`src/bdc_defs.svh`:
```
// Register map, field positions, reset values and timing figures of the dimming control
`ifndef BDC_DEFS_SVH
`define BDC_DEFS_SVH

// Register offsets
`define BDC_REG_MODE    8'h02
`define BDC_REG_IFS     8'h03
`define BDC_REG_BRT_LO  8'h06
`define BDC_REG_BRT_HI  8'h07
`define BDC_REG_PWM     8'h08

// Reset values
`define BDC_RST_MODE    8'h00
`define BDC_RST_IFS     8'h9F
`define BDC_RST_BRT     8'h00
`define BDC_RST_PWM     8'h00

// Field positions
`define BDC_F_STATE     1:0
`define BDC_F_FLASH     1
`define BDC_F_EXP       2
`define BDC_F_PWMEN     4
`define BDC_F_RATE      7:6
`define BDC_F_HYST      4:2
`define BDC_F_IFS       7:3
`define BDC_F_CHAN      2:0
`define BDC_F_LSB       2:0

// Rate field codes
`define BDC_RATE_800K   2'h0
`define BDC_RATE_4M     2'h1

// Bus slave address
`define BDC_SLAVE_ADDR  7'h36

// Code arithmetic
`define BDC_CODE_MAX    11'h7FF
`define BDC_EXP_K       20'h0_0115
`define BDC_EXP_GAIN    12'h51E

// Clock and timing figures
`define BDC_CLK_NS      5
`define BDC_CLK_KHZ     200000
`define BDC_SMP_KHZ_24  24000
`define BDC_SMP_KHZ_4   4000
`define BDC_SMP_KHZ_08  800
`define BDC_TRESET_NS   250000
`define BDC_TMO_24_NS   680000
`define BDC_TMO_4_NS    4100000
`define BDC_TMO_08_NS   20500000
`define BDC_RAMP_NS     8000000
`define BDC_RAMP_STEPS  7'h40

`endif

```
`src/bdc_pkg.sv`:
```
// Types shared by the dimming control and its serial register slave
package bdc_pkg;

  typedef enum logic [2:0] {
    BDC_I2C_IDLE,
    BDC_I2C_RX,
    BDC_I2C_ACK,
    BDC_I2C_TX,
    BDC_I2C_TXACK
  } bdc_i2c_st_t;

  typedef struct packed {
    bdc_i2c_st_t st;
    logic [3:0]  bitc;
    logic [7:0]  sh;
    logic [1:0]  phase;
    logic        rw;
    logic [7:0]  ptr;
    logic        sda_low;
    logic        scl_p;
    logic        sda_p;
    logic        wr;
    logic [7:0]  waddr;
    logic [7:0]  wdata;
  } bdc_i2c_regs_t;

  typedef struct packed {
    logic [7:0]  mode;
    logic [7:0]  full_scale_current;
    logic [7:0]  lo;
    logic [7:0]  hi;
    logic [7:0]  pwmc;
    logic [10:0] code;
    logic [15:0] por_cnt;
    logic        i2c_ok;
    logic [7:0]  smp_cnt;
    logic        pwm_p;
    logic [19:0] hi_cnt;
    logic [19:0] per_cnt;
    logic [21:0] tmo_cnt;
    logic        timed_out;
    logic        busy;
    logic [3:0]  bit_i;
    logic [30:0] rem;
    logic [19:0] dvs;
    logic [10:0] quo;
    logic [10:0] duty_h;
    logic        dir_up;
    logic [10:0] level;
    logic [10:0] ramp_base;
    logic [6:0]  ramp_left;
    logic [15:0] ramp_cnt;
    logic        active_p;
  } bdc_ctl_regs_t;

endpackage

```
`src/bdc_i2c_slave.sv`:
```
// Serial register slave: address match, register pointer, writes and auto-increment reads
`timescale 1ns/100ps
`default_nettype none
`include "bdc_defs.svh"

module bdc_i2c_slave (
  input  wire logic       clk_in,
  input  wire logic       rst_in,
  input  wire logic       enable_in,
  input  wire logic       scl_in,
  input  wire logic       sda_in,
  output logic            sda_out,
  output logic            sda_oe_out,
  input  wire logic [7:0] rd_data_in,
  output logic [7:0]      rd_addr_out,
  output logic            wr_stb_out,
  output logic [7:0]      wr_addr_out,
  output logic [7:0]      wr_data_out
);

  bdc_pkg::bdc_i2c_regs_t q;
  bdc_pkg::bdc_i2c_regs_t d;

  // Open drain: only ever pulls low
  assign sda_out     = 1'b0;
  assign sda_oe_out  = q.sda_low;
  assign rd_addr_out = q.ptr;
  assign wr_stb_out  = q.wr;
  assign wr_addr_out = q.waddr;
  assign wr_data_out = q.wdata;

  // Bus edges seen through the previous samples of both lines
  always_comb begin
    d       = q;
    d.wr    = 1'b0;
    d.scl_p = scl_in;
    d.sda_p = sda_in;
    if (q.scl_p && scl_in && q.sda_p && !sda_in) begin
      d.st      = bdc_pkg::BDC_I2C_RX;
      d.bitc    = 4'h0;
      d.phase   = 2'h0;
      d.sda_low = 1'b0;
    end else if (q.scl_p && scl_in && !q.sda_p && sda_in) begin
      d.st      = bdc_pkg::BDC_I2C_IDLE;
      d.sda_low = 1'b0;
    end else if (!q.scl_p && scl_in) begin
      case (q.st)
        bdc_pkg::BDC_I2C_RX: begin
          d.sh   = {q.sh[6:0], sda_in};
          d.bitc = q.bitc + 4'h1;
        end
        bdc_pkg::BDC_I2C_TXACK: begin
          if (sda_in) begin
            d.st = bdc_pkg::BDC_I2C_IDLE; // Master ends the read
          end else begin
            d.st  = bdc_pkg::BDC_I2C_ACK;
            d.ptr = q.ptr + 8'h01;
          end
        end
        default: begin
        end
      endcase
    end else if (q.scl_p && !scl_in) begin
      case (q.st)
        bdc_pkg::BDC_I2C_RX: begin
          if (q.bitc == 4'h8) begin
            d.st      = bdc_pkg::BDC_I2C_ACK;
            d.sda_low = 1'b1;
            case (q.phase)
              2'h0: begin
                if (q.sh[7:1] == `BDC_SLAVE_ADDR) begin
                  d.rw = q.sh[0];
                end else begin
                  d.st      = bdc_pkg::BDC_I2C_IDLE; // Not ours: stay silent
                  d.sda_low = 1'b0;
                end
              end
              2'h1: d.ptr = q.sh;
              default: begin
                d.wr    = 1'b1;
                d.waddr = q.ptr;
                d.wdata = q.sh;
                d.ptr   = q.ptr + 8'h01;
              end
            endcase
          end
        end
        bdc_pkg::BDC_I2C_ACK: begin
          d.bitc = 4'h0;
          if (q.rw) begin
            d.st      = bdc_pkg::BDC_I2C_TX;
            d.sh      = rd_data_in;
            d.sda_low = !rd_data_in[7];
          end else begin
            d.st      = bdc_pkg::BDC_I2C_RX;
            d.sda_low = 1'b0;
            if (q.phase != 2'h2) begin
              d.phase = q.phase + 2'h1;
            end
          end
        end
        bdc_pkg::BDC_I2C_TX: begin
          if (q.bitc == 4'h7) begin
            d.st      = bdc_pkg::BDC_I2C_TXACK;
            d.sda_low = 1'b0;
          end else begin
            d.bitc    = q.bitc + 4'h1;
            d.sh      = {q.sh[6:0], 1'b0};
            d.sda_low = !q.sh[6];
          end
        end
        default: begin
        end
      endcase
    end
    // Disabled interface answers nothing and forgets any partial transfer
    if (!enable_in) begin
      d = '0;
    end
  end

  // State register
  always_ff @(posedge clk_in) begin
    if (rst_in) begin
      q <= '0;
    end else begin
      q <= d;
    end
  end

endmodule
`default_nettype wire

```
`src/bdc_ctl.sv`:
```
// Backlight dimming control: registers, operating state, brightness mapping, PWM duty sensing
//
// Function
// (RQ1) Enable pin low: shutdown, all registers to defaults, serial interface ignored.
// (RQ2) Enable high gives standby; interface usable 250 us after supply reset releases.
// (RQ3) Enable pin low cuts LED current at once, without ramp.
// (RQ4) Leaving backlight or flash by command ramps current down over fixed time.
// (RQ5) Mode bits 1:0 pick standby, backlight or flash; reset to standby.
// (RQ6) Brightness code is high byte register over low three bits register.
// (RQ7) Host writes low bits first, then high byte.
// (RQ8) New brightness takes effect only when the high byte is written.
// (RQ9) Mode bit 2 picks linear or exponential code to current mapping.
// (RQ10) Linear: current is full scale times duty times code over 2047.
// (RQ11) Exponential: full scale times duty times 1.002931237 to the code, over 400.
// (RQ12) Code zero turns off all sinks and the boost.
// (RQ13) Measured duty used only with PWM dimming on; otherwise duty is one.
// (RQ14) Mode bit 4 enables PWM dimming; duty becomes an 11-bit code.
// (RQ15) PWM pin sampled at 24 MHz, 4 MHz or 800 kHz per control bits 7:6. The code samples at 25 MHz, not 24 MHz.
// (RQ16) Flash current ignores the measured PWM duty.
// (RQ17) Hysteresis only on direction reversal; same direction passes freely.
// (RQ18) Control bits 4:2 give the hysteresis in duty LSBs, zero to seven.
// (RQ19) With PWM dimming on and no pulse for the timeout, boost turns off. The code keeps the boost on in flash.
// (RQ20) Timeout is 20.5 ms, 4.1 ms or 0.68 ms per sample rate.
// (RQ21) Host PWM must run between 50 Hz and 50 kHz.
// (RQ22) Host keeps PWM below 390 Hz, 1.95 kHz or 11.7 kHz for full resolution.
// (RQ23) Full-scale current code comes from register 0x03 bits 7:3.
`timescale 1ns/100ps
`default_nettype none
`include "bdc_defs.svh"

module bdc_ctl #(
  parameter int TRESET_CYC    = (`BDC_TRESET_NS + `BDC_CLK_NS - 1) / `BDC_CLK_NS,
  parameter int TMO_CYC_24    = `BDC_TMO_24_NS / `BDC_CLK_NS,
  parameter int TMO_CYC_4     = `BDC_TMO_4_NS / `BDC_CLK_NS,
  parameter int TMO_CYC_08    = `BDC_TMO_08_NS / `BDC_CLK_NS,
  parameter int RAMP_STEP_CYC = `BDC_RAMP_NS / `BDC_CLK_NS / 64
) (
  input  wire logic        clk_in,
  input  wire logic        rst_in,
  input  wire logic        hw_enable_pin_in,
  input  wire logic        supply_por_n_in,
  input  wire logic        scl_in,
  input  wire logic        sda_in,
  output logic             sda_out,
  output logic             sda_oe_out,
  input  wire logic        pwm_in,
  output logic [10:0]      led_level_out,
  output logic [4:0]       full_scale_current_out,
  output logic [2:0]       sink_enable_out,
  output logic             boost_enable_out,
  output logic             backlight_mode_out,
  output logic             flash_mode_out
);

  localparam int SMP_DIV_24 = `BDC_CLK_KHZ / `BDC_SMP_KHZ_24;
  localparam int SMP_DIV_4  = `BDC_CLK_KHZ / `BDC_SMP_KHZ_4;
  localparam int SMP_DIV_08 = `BDC_CLK_KHZ / `BDC_SMP_KHZ_08;

  bdc_pkg::bdc_ctl_regs_t q;
  bdc_pkg::bdc_ctl_regs_t d;

  logic        i2c_en;
  logic [7:0]  rd_addr;
  logic [7:0]  rd_data;
  logic        wr_stb;
  logic [7:0]  wr_addr;
  logic [7:0]  wr_data;
  logic        active;
  logic        flash;
  logic        pwm_en;
  logic [10:0] eff_duty;
  logic [10:0] base;
  logic [10:0] target;
  logic [19:0] exp_t;
  logic [16:0] exp_m;
  logic [28:0] exp_p;
  logic [21:0] prod;
  logic [21:0] prod_n;
  logic [7:0]  smp_lim;
  logic [21:0] tmo_lim;

  // Defaults that shutdown and reset both restore
  function automatic bdc_pkg::bdc_ctl_regs_t rst_val();
    bdc_pkg::bdc_ctl_regs_t v;
    v        = '0;
    v.mode   = `BDC_RST_MODE;
    v.full_scale_current    = `BDC_RST_IFS;
    v.lo     = `BDC_RST_BRT;
    v.hi     = `BDC_RST_BRT;
    v.pwmc   = `BDC_RST_PWM;
    v.duty_h = `BDC_CODE_MAX;
    return v;
  endfunction

  // Interface is live only with the pin high and the supply settled
  assign i2c_en = hw_enable_pin_in && q.i2c_ok; // RQ1 RQ2

  bdc_i2c_slave u_slave (
    .clk_in      (clk_in),
    .rst_in      (rst_in),
    .enable_in   (i2c_en),
    .scl_in      (scl_in),
    .sda_in      (sda_in),
    .sda_out     (sda_out),
    .sda_oe_out  (sda_oe_out),
    .rd_data_in  (rd_data),
    .rd_addr_out (rd_addr),
    .wr_stb_out  (wr_stb),
    .wr_addr_out (wr_addr),
    .wr_data_out (wr_data)
  );

  // Read mux; unmapped offsets read zero
  always_comb begin
    case (rd_addr)
      `BDC_REG_MODE:   rd_data = q.mode;
      `BDC_REG_IFS:    rd_data = q.full_scale_current;
      `BDC_REG_BRT_LO: rd_data = q.lo;
      `BDC_REG_BRT_HI: rd_data = q.hi;
      `BDC_REG_PWM:    rd_data = q.pwmc;
      default:         rd_data = 8'h00;
    endcase
  end

  // Operating state decode
  assign active = hw_enable_pin_in && (q.mode[`BDC_F_STATE] != 2'h0); // RQ5
  assign flash  = q.mode[`BDC_F_FLASH]; // RQ5
  assign pwm_en = q.mode[`BDC_F_PWMEN]; // RQ14

  // Sample divider and timeout limit per rate field; 24 MHz runs at 25 MHz, the nearest divide of the clock
  always_comb begin
    case (q.pwmc[`BDC_F_RATE])
      `BDC_RATE_800K: begin
        smp_lim = 8'(SMP_DIV_08); // RQ15
        tmo_lim = 22'(TMO_CYC_08); // RQ20
      end
      `BDC_RATE_4M: begin
        smp_lim = 8'(SMP_DIV_4);
        tmo_lim = 22'(TMO_CYC_4);
      end
      default: begin
        smp_lim = 8'(SMP_DIV_24);
        tmo_lim = 22'(TMO_CYC_24);
      end
    endcase
  end

  // Exponential curve as 2^(code/236.59) with a straight-line mantissa, scaled by 2047/400
  always_comb begin
    exp_t = 20'(q.code) * `BDC_EXP_K;
    exp_m = 17'({1'b1, exp_t[15:8]}) << exp_t[19:16];
    exp_p = 29'(exp_m) * 29'(`BDC_EXP_GAIN);
    if (q.code == 11'h000) begin
      base = 11'h000; // RQ12
    end else if (!q.mode[`BDC_F_EXP]) begin
      base = q.code; // RQ9 RQ10
    end else if (exp_p[28:16] > 13'(`BDC_CODE_MAX)) begin
      base = `BDC_CODE_MAX; // RQ11
    end else begin
      base = exp_p[26:16]; // RQ11
    end
    // Duty enters only in backlight with PWM dimming on
    eff_duty = (pwm_en && !flash) ? q.duty_h : `BDC_CODE_MAX; // RQ13 RQ16
    prod     = 22'(base) * 22'(eff_duty);
    // Divide by 2047 as x/2048 corrected by x/2^22, exact at both ends
    prod_n   = prod + (prod >> 11) + 22'h00_0001;
    target   = prod_n[21:11]; // RQ10
  end

  // All next-state logic
  always_comb begin
    logic        rise;
    logic        tick;
    logic        hit;
    logic [30:0] trial;
    logic [10:0] qn;
    logic [10:0] hy;
    logic [17:0] rp;
    rise  = 1'b0;
    hit   = 1'b0;
    qn    = q.quo;
    hy    = {8'h00, q.pwmc[`BDC_F_HYST]}; // RQ18
    trial = 31'(q.dvs) << q.bit_i;
    rp    = 18'h0_0000;
    d     = q;

    // Register writes; the code is only rebuilt on the high byte
    if (wr_stb) begin
      case (wr_addr)
        `BDC_REG_MODE:   d.mode = wr_data;
        `BDC_REG_IFS:    d.full_scale_current  = wr_data; // RQ23
        `BDC_REG_BRT_LO: d.lo   = wr_data;
        `BDC_REG_BRT_HI: begin
          d.hi   = wr_data;
          d.code = {wr_data, q.lo[`BDC_F_LSB]}; // RQ6 RQ8
        end
        `BDC_REG_PWM:    d.pwmc = wr_data;
        default: begin
        end
      endcase
    end

    // Supply reset interval before the interface opens
    if (!supply_por_n_in) begin
      d.por_cnt = 16'h0000; // RQ2
      d.i2c_ok  = 1'b0;
    end else if (!q.i2c_ok) begin
      d.por_cnt = q.por_cnt + 16'h0001;
      d.i2c_ok  = (q.por_cnt >= 16'(TRESET_CYC - 1)); // RQ2
    end

    // Sample enable from the clock divider
    tick = (q.smp_cnt >= smp_lim - 8'h01);
    d.smp_cnt = tick ? 8'h00 : q.smp_cnt + 8'h01;

    // High and period counts per input period, measured rising edge to rising edge
    if (tick) begin
      d.pwm_p = pwm_in;
      rise    = pwm_in && !q.pwm_p;
      if (rise) begin
        if (!q.busy && (q.per_cnt != 20'h0_0000)) begin
          d.busy  = 1'b1;
          d.bit_i = 4'hA;
          d.rem   = 31'(q.hi_cnt) * 31'(`BDC_CODE_MAX); // RQ14
          d.dvs   = q.per_cnt;
          d.quo   = 11'h000;
        end
        d.per_cnt = 20'h0_0001;
        d.hi_cnt  = 20'h0_0001;
      end else if (q.per_cnt != 20'hF_FFFF) begin
        d.per_cnt = q.per_cnt + 20'h0_0001;
        d.hi_cnt  = q.hi_cnt + 20'(pwm_in);
      end
    end

    // Bit-serial divide: duty = high * 2047 / period, eleven cycles
    if (q.busy) begin
      if (q.rem >= trial) begin
        d.rem = q.rem - trial;
        qn[q.bit_i] = 1'b1;
      end
      d.quo   = qn;
      d.bit_i = q.bit_i - 4'h1;
      if (q.bit_i == 4'h0) begin
        d.busy = 1'b0;
        // Reversal must clear the hysteresis, a continued move passes at once
        if (qn > q.duty_h) begin
          if (q.dir_up || ((qn - q.duty_h) >= hy)) begin // RQ17
            d.duty_h = qn;
            d.dir_up = 1'b1;
          end
        end else if (qn < q.duty_h) begin
          if (!q.dir_up || ((q.duty_h - qn) >= hy)) begin // RQ17
            d.duty_h = qn;
            d.dir_up = 1'b0;
          end
        end
      end
    end

    // Pulse watchdog, restarted by any sampled edge
    if (!pwm_en) begin
      d.tmo_cnt   = 22'h00_0000;
      d.timed_out = 1'b0;
    end else if (tick && (pwm_in != q.pwm_p)) begin
      d.tmo_cnt   = 22'h00_0000;
      d.timed_out = 1'b0;
    end else if (q.tmo_cnt >= tmo_lim - 22'h00_0001) begin
      d.timed_out = 1'b1; // RQ19 RQ20
    end else begin
      d.tmo_cnt = q.tmo_cnt + 22'h00_0001;
    end

    // LED level: follow target while on, ramp in 64 equal steps after a command turn-off
    d.active_p = active;
    if (!hw_enable_pin_in) begin
      d.level     = 11'h000; // RQ3
      d.ramp_left = 7'h00;
    end else if (active && (q.code != 11'h000)) begin
      d.level     = target;
      d.ramp_left = 7'h00;
    end else if (q.code == 11'h000) begin
      d.level     = 11'h000; // RQ12
      d.ramp_left = 7'h00;
    end else if (q.active_p) begin
      d.ramp_base = q.level; // RQ4
      d.ramp_left = `BDC_RAMP_STEPS;
      d.ramp_cnt  = 16'h0000;
    end else if (q.ramp_left != 7'h00) begin
      hit = (q.ramp_cnt >= 16'(RAMP_STEP_CYC - 1));
      d.ramp_cnt = hit ? 16'h0000 : q.ramp_cnt + 16'h0001;
      if (hit) begin
        d.ramp_left = q.ramp_left - 7'h01;
        rp          = 18'(q.ramp_base) * 18'(q.ramp_left - 7'h01);
        d.level     = rp[16:6]; // RQ4
      end
    end

    // Shutdown puts every register back to default except the supply reset count and the interface gate
    if (!hw_enable_pin_in) begin
      d         = rst_val(); // RQ1
      d.por_cnt = q.por_cnt;
      d.i2c_ok  = q.i2c_ok && supply_por_n_in;
    end
  end

  // State register
  always_ff @(posedge clk_in) begin
    if (rst_in) begin
      q <= rst_val();
    end else begin
      q <= d;
    end
  end

  // Outputs from the state register; the mode outputs are also gated directly by the enable pin
  assign led_level_out          = q.level;
  assign full_scale_current_out = q.full_scale_current[`BDC_F_IFS]; // RQ23
  assign sink_enable_out        = (q.level != 11'h000) ? q.full_scale_current[`BDC_F_CHAN] : 3'h0; // RQ12
  assign boost_enable_out       = (q.level != 11'h000) &&
                                  !(pwm_en && !flash && q.timed_out); // RQ12 RQ19
  assign backlight_mode_out     = active && !flash;
  assign flash_mode_out         = active && flash;
endmodule
`default_nettype wire

```
`config.mk`:
```
export PLATFORM = sky130hd
export DESIGN_NAME = bdc_ctl
export DESIGN_NICKNAME = d
export VERILOG_FILES = /design/src/bdc_pkg.sv /design/src/bdc_i2c_slave.sv /design/src/bdc_ctl.sv
export VERILOG_INCLUDE_DIRS = /design/src
export SDC_FILE = /design/constraint.sdc
export NUM_CORES = 2
export LEC_CHECK = 0
export BUFFER_PORTS_ARGS = -buffer_cell sky130_fd_sc_hd__buf_2
export CAP_MARGIN = 20
export CORE_MARGIN = 4
export CORE_UTILIZATION = 55
export CTS_BUF_LIST = sky130_fd_sc_hd__clkbuf_4
export CTS_CLUSTER_SIZE = 40
export DETAILED_ROUTE_END_ITERATION = 8
export PLACE_DENSITY = 0.8
export SLEW_MARGIN = 20
export SYNTH_ARGS = -nofsm -noshare
export SYNTH_HDL_FRONTEND = slang
export SYNTH_SLANG_ARGS = --single-unit
```
`constraint.sdc`:
```
create_clock -name clk_in -period 35.1 [get_ports clk_in]
set_clock_uncertainty 0.1 [all_clocks]
set_input_delay 5.265 -clock clk_in [delete_from_list [all_inputs] [get_ports clk_in]]
set_output_delay 5.265 -clock clk_in [all_outputs]
set_load 0.02 [all_outputs]
```
==> run summary <==
The run gives 1951 as the DRC violation total after the first TritonRoute iteration. Sorting the synthesized cells by area gives the leading types as sky130_fd_sc_hd__fa_1 18%, sky130_fd_sc_hd__dfxtp_1 18%, sky130_fd_sc_hd__ha_1 16%. Among all flip-flop cells after synthesis, the most frequent one is sky130_fd_sc_hd__dfxtp_1.

The total number of clock tree sinks came out at 303. Row generation in the floorplan step produced 91 rows. The number of buffers and inverters on the critical path is 12.

For the combined area of all synthesized cells, the log shows 34500 µm². Once detailed placement completed, the half-perimeter wirelength came to 61.6 mm. The die covers 66800 µm². Cell with the most instances after synthesis: sky130_fd_sc_hd__inv_1. For the final RePlAce weighted congestion, the log shows 0.922. The run finished with clean final reports. Sorting the synthesized cells by how often they occur yields 489 x sky130_fd_sc_hd__inv_1, 444 x sky130_fd_sc_hd__ha_1, 432 x sky130_fd_sc_hd__nor2_1.

For the final routed database, the setup TNS stands at 0 ns. The post-place setup slack came out at 16.91 ns. The tools report the buffer depth of the longest clock path as 3. The power density over the cells was 19.1 nW/µm²; the number of warnings issued by yosys was 0. For the cell leakage power, the log shows 17.8 nW.

Across the VDD grid, the largest voltage drop is 19.3 µV. Via count of the first global-routing pass: 27840. For this design, the slowest cell found on the critical path is sky130_fd_sc_hd__xor2_1. Before antenna repair, the detailed router went through 8 iterations. The detail route stage leaves a number of antenna-violating nets equal to 0.

Data arrives at the worst endpoint at 18.98 ns. The clock latency on the worst-skew pair came out at 0.84 ns. The final critical path time including I/O delays and setup was 18.43 ns; the initial standard-cell utilization of the core was 55.7%. The total count of max-transition violations in the final report was 0. The initial antenna violation count is 3, and the y dimension of the die is 259 µm.

Setup repair after global routing left no endpoint under its margin. The logs give 61900 µm² for the area of the core and 16.67 ns for the least setup slack across all paths after layout. Dividing the synthesized area by the synthesized cell count gives 8.45 µm². The final route contains 28196 vias. Of the post-synthesis cell area, the dominant cell type holds 18.3%. Global routing used 23.5% of the available tracks across all layers. Synthesis inferred 303 register bits. The type of the tightest min-delay check is flop to flop. The fraction of final layout cells with drive strength greater than 1 is 6.80%. TritonCTS built the clock tree.

The actual transition at the worst max-transition pin was 1.05 ns; the post-CTS clock slew at the launch and capture registers of the worst setup and hold paths was 0.06 ns. Based on the critical path, the design can be clocked at up to 0.0542 GHz. In the routed layout, each cell is associated on average with a via count of 5.67. DRC violation count after routing: 0. Share of synthesized flip-flops with an asynchronous set or reset: 0%. Buffers placed on the I/O ports in this run total 29. The largest single stage delay on the critical path is 0.85 ns.

Counting distinct cell types in the post-synthesis netlist gives 99. 31 I/O pins were placed. The number of nets handed over by synthesis was 4851. The tools report the quantity of hold-fixing buffers added after cts as 0. The first global-routing pass estimated 134 mm of wire.

The type of origin of the critical path was a flop. The tools report the filler cell count in the final layout as 5495. The critical path is of the flop to flop type.

In this run the tightest slew margin relative to its limit is 29.3%. The cell count after synthesis came out at 4085. Average detailed-routed wire length per instance: 15.7 µm. Entering global routing, the biggest net connects 67 pins. The synthesized design spends more area on one cell type than any other, namely sky130_fd_sc_hd__fa_1. Counting flops with a built-in enable in the synthesized netlist gives 0. In this run the worst path has a maximum fanout of 13. For the H-tree depth, the log shows 3. From left edge to right edge, the die measures 259 µm. The layout overhead on the synthesized area was 5.55%. For the worst setup path, the data required time is 35.65 ns. After clock tree synthesis, the repair step resized 0 gates.

After clock tree synthesis, the setup repair step added 0 buffers. The tree is rooted in a sky130_fd_sc_hd__clkbuf_4. The tools report the number of buffers added by the clock tree synthesis step as 86.

The share of the clock period used by the worst path after layout was 52.5%; the reported max-cap violation count was 0. Setup violations remaining at the end of the flow were counted as 0. The worst setup path is captured at a flop. The total count of hold-check failures in the final report was 0. The aggregate routed wire length came out at 78.3 mm. The most numerous cell type found on the critical path is sky130_fd_sc_hd__inv_1.

The total overflow left after global routing is 0. The cell class contributing the biggest share of worst-path delay was adder cells. The tools report the tightest hold margin as 0.381 ns. The final layout contains 4839 nets.

Fraction of the yosys area taken by sequential cells: 17.6%.
[worst paths after layout]
path | start | endpoint | slack, ns | depth (start not counted)
max | q[239] | led_level_out[8] | 16.67 | 64
min | q[81] | q[81] | 0.38 | 2
max reg2reg | q[239] | led_level_out[8] | 16.67 | 64
min reg2reg | q[81] | q[81] | 0.38 | 2
[power breakdown]
part	internal [mW]	switching, mW	total [mW]	leakage, nW
registers	0.344	0.000217	0.344	2.44
clock network	0.182	0.157	0.340	0.666
logic	0.00228	0.00831	0.0106	14.6
total	0.529	0.166	0.695	17.8
[state kept, by name, indices dropped and copies added, names as in the netlist]
signal	cells
flash	1
pwm_en	1
led_level_out	11
u_slave.wr_data_out	8
u_slave.wr_addr_out	8
q	239
u_slave.rd_addr_out	8
u_slave.wr_stb_out	1
u_slave.sda_oe_out	1
full_scale_current_out	5
u_slave.q	20
[through the flow]
stage,instances,utilization (%),area (µm²),power [mW]
global placement,4822,57.0,35300,0.362
global route,4976,58.8,36400,0.723
floorplan,4085,-,34500,0.359
CTS,4972,58.8,36400,0.705
detailed placement,4822,57.0,35300,0.362
finish,4976,58.8,36400,0.695
[cell usage in the layout (no fill, tap or decap), types with 11 or more instances in the layout]
master / n
sky130_fd_sc_hd__nor2_1: 432
sky130_fd_sc_hd__mux2i_1: 100
sky130_fd_sc_hd__o211ai_1: 16
sky130_fd_sc_hd__or2_2: 28
sky130_fd_sc_hd__buf_4: 32
sky130_fd_sc_hd__buf_2: 29
sky130_fd_sc_hd__nor4_1: 29
sky130_fd_sc_hd__and2_1: 56
sky130_fd_sc_hd__a22oi_1: 23
sky130_fd_sc_hd__nand2_1: 326
sky130_fd_sc_hd__clkbuf_4: 121
sky130_fd_sc_hd__o21bai_1: 16
sky130_fd_sc_hd__a211oi_1: 46
sky130_fd_sc_hd__or3_1: 21
sky130_fd_sc_hd__ha_1: 444
sky130_fd_sc_hd__a21oi_1: 256
sky130_fd_sc_hd__a31oi_1: 24
sky130_fd_sc_hd__nand2b_1: 48
sky130_fd_sc_hd__xor2_1: 66
sky130_fd_sc_hd__o21a_1: 27
sky130_fd_sc_hd__inv_1: 489
sky130_fd_sc_hd__dfxtp_1: 303
sky130_fd_sc_hd__xnor2_1: 128
sky130_fd_sc_hd__nor2b_1: 51
sky130_fd_sc_hd__nand3_1: 62
sky130_fd_sc_hd__nand4_1: 22
sky130_fd_sc_hd__nor3_1: 92
sky130_fd_sc_hd__fa_1: 315
sky130_fd_sc_hd__o21ai_0: 161
sky130_fd_sc_hd__and3_1: 44
sky130_fd_sc_hd__a21o_1: 66
sky130_fd_sc_hd__mux2_2: 14
sky130_fd_sc_hd__clkinv_1: 18
sky130_fd_sc_hd__a311oi_1: 11
sky130_fd_sc_hd__o221ai_1: 11
[layout make-up]
class	instances	area, µm²	area share (%)
Antenna cell	4	10.0	0.0275
Clock buffer	121	908	2.49
Clock inverter	29	225	0.618
Inverter	491	1840	5.06
Multi-Input combinational cell	3130	25900	71.2
Sequential cell	303	6070	16.6
Tap cell	837	1050	2.87
Timing Repair Buffer	61	385	1.06
[worst register-to-register path: cells and delay by family, from the launching register on]
kind / cells / cell delay [ns]
AOI/OAI and AO/OA: 19 / 4.66
xor gates and xnor gates: 3 / 1.54
adders and majority gates: 19 / 7.80
buffers and inverters: 12 / 0.95
DFF: 1 / 0.57
muxes: 2 / 0.55
and+or+nand+nor: 9 / 2.14
[cells by family after synthesis]
kind of cell,share of synthesized area [%]
muxes,3.92
DFF,17.6
adders and majority gates,34.4
other,0.0109
AOI/OAI and AO/OA,14.4
and+or+nand+nor,17.4
xor gates and xnor gates,4.95
buffers and inverters,7.33
[layer usage]
| metal | vias up | GRT usage, % | wire (µm) |
|---|---|---|---|
| met4 | 2 | 7.48 | 2040 |
| met3 | 157 | 3.29 | 3980 |
| met1 | 13492 | 31.5 | 35500 |
| met5 | - | 0 | 14 |
| met2 | 701 | 39.4 | 36800 |
| li1 | 13844 | - | - |
Note: power is estimated with default switching activity, not from simulation.
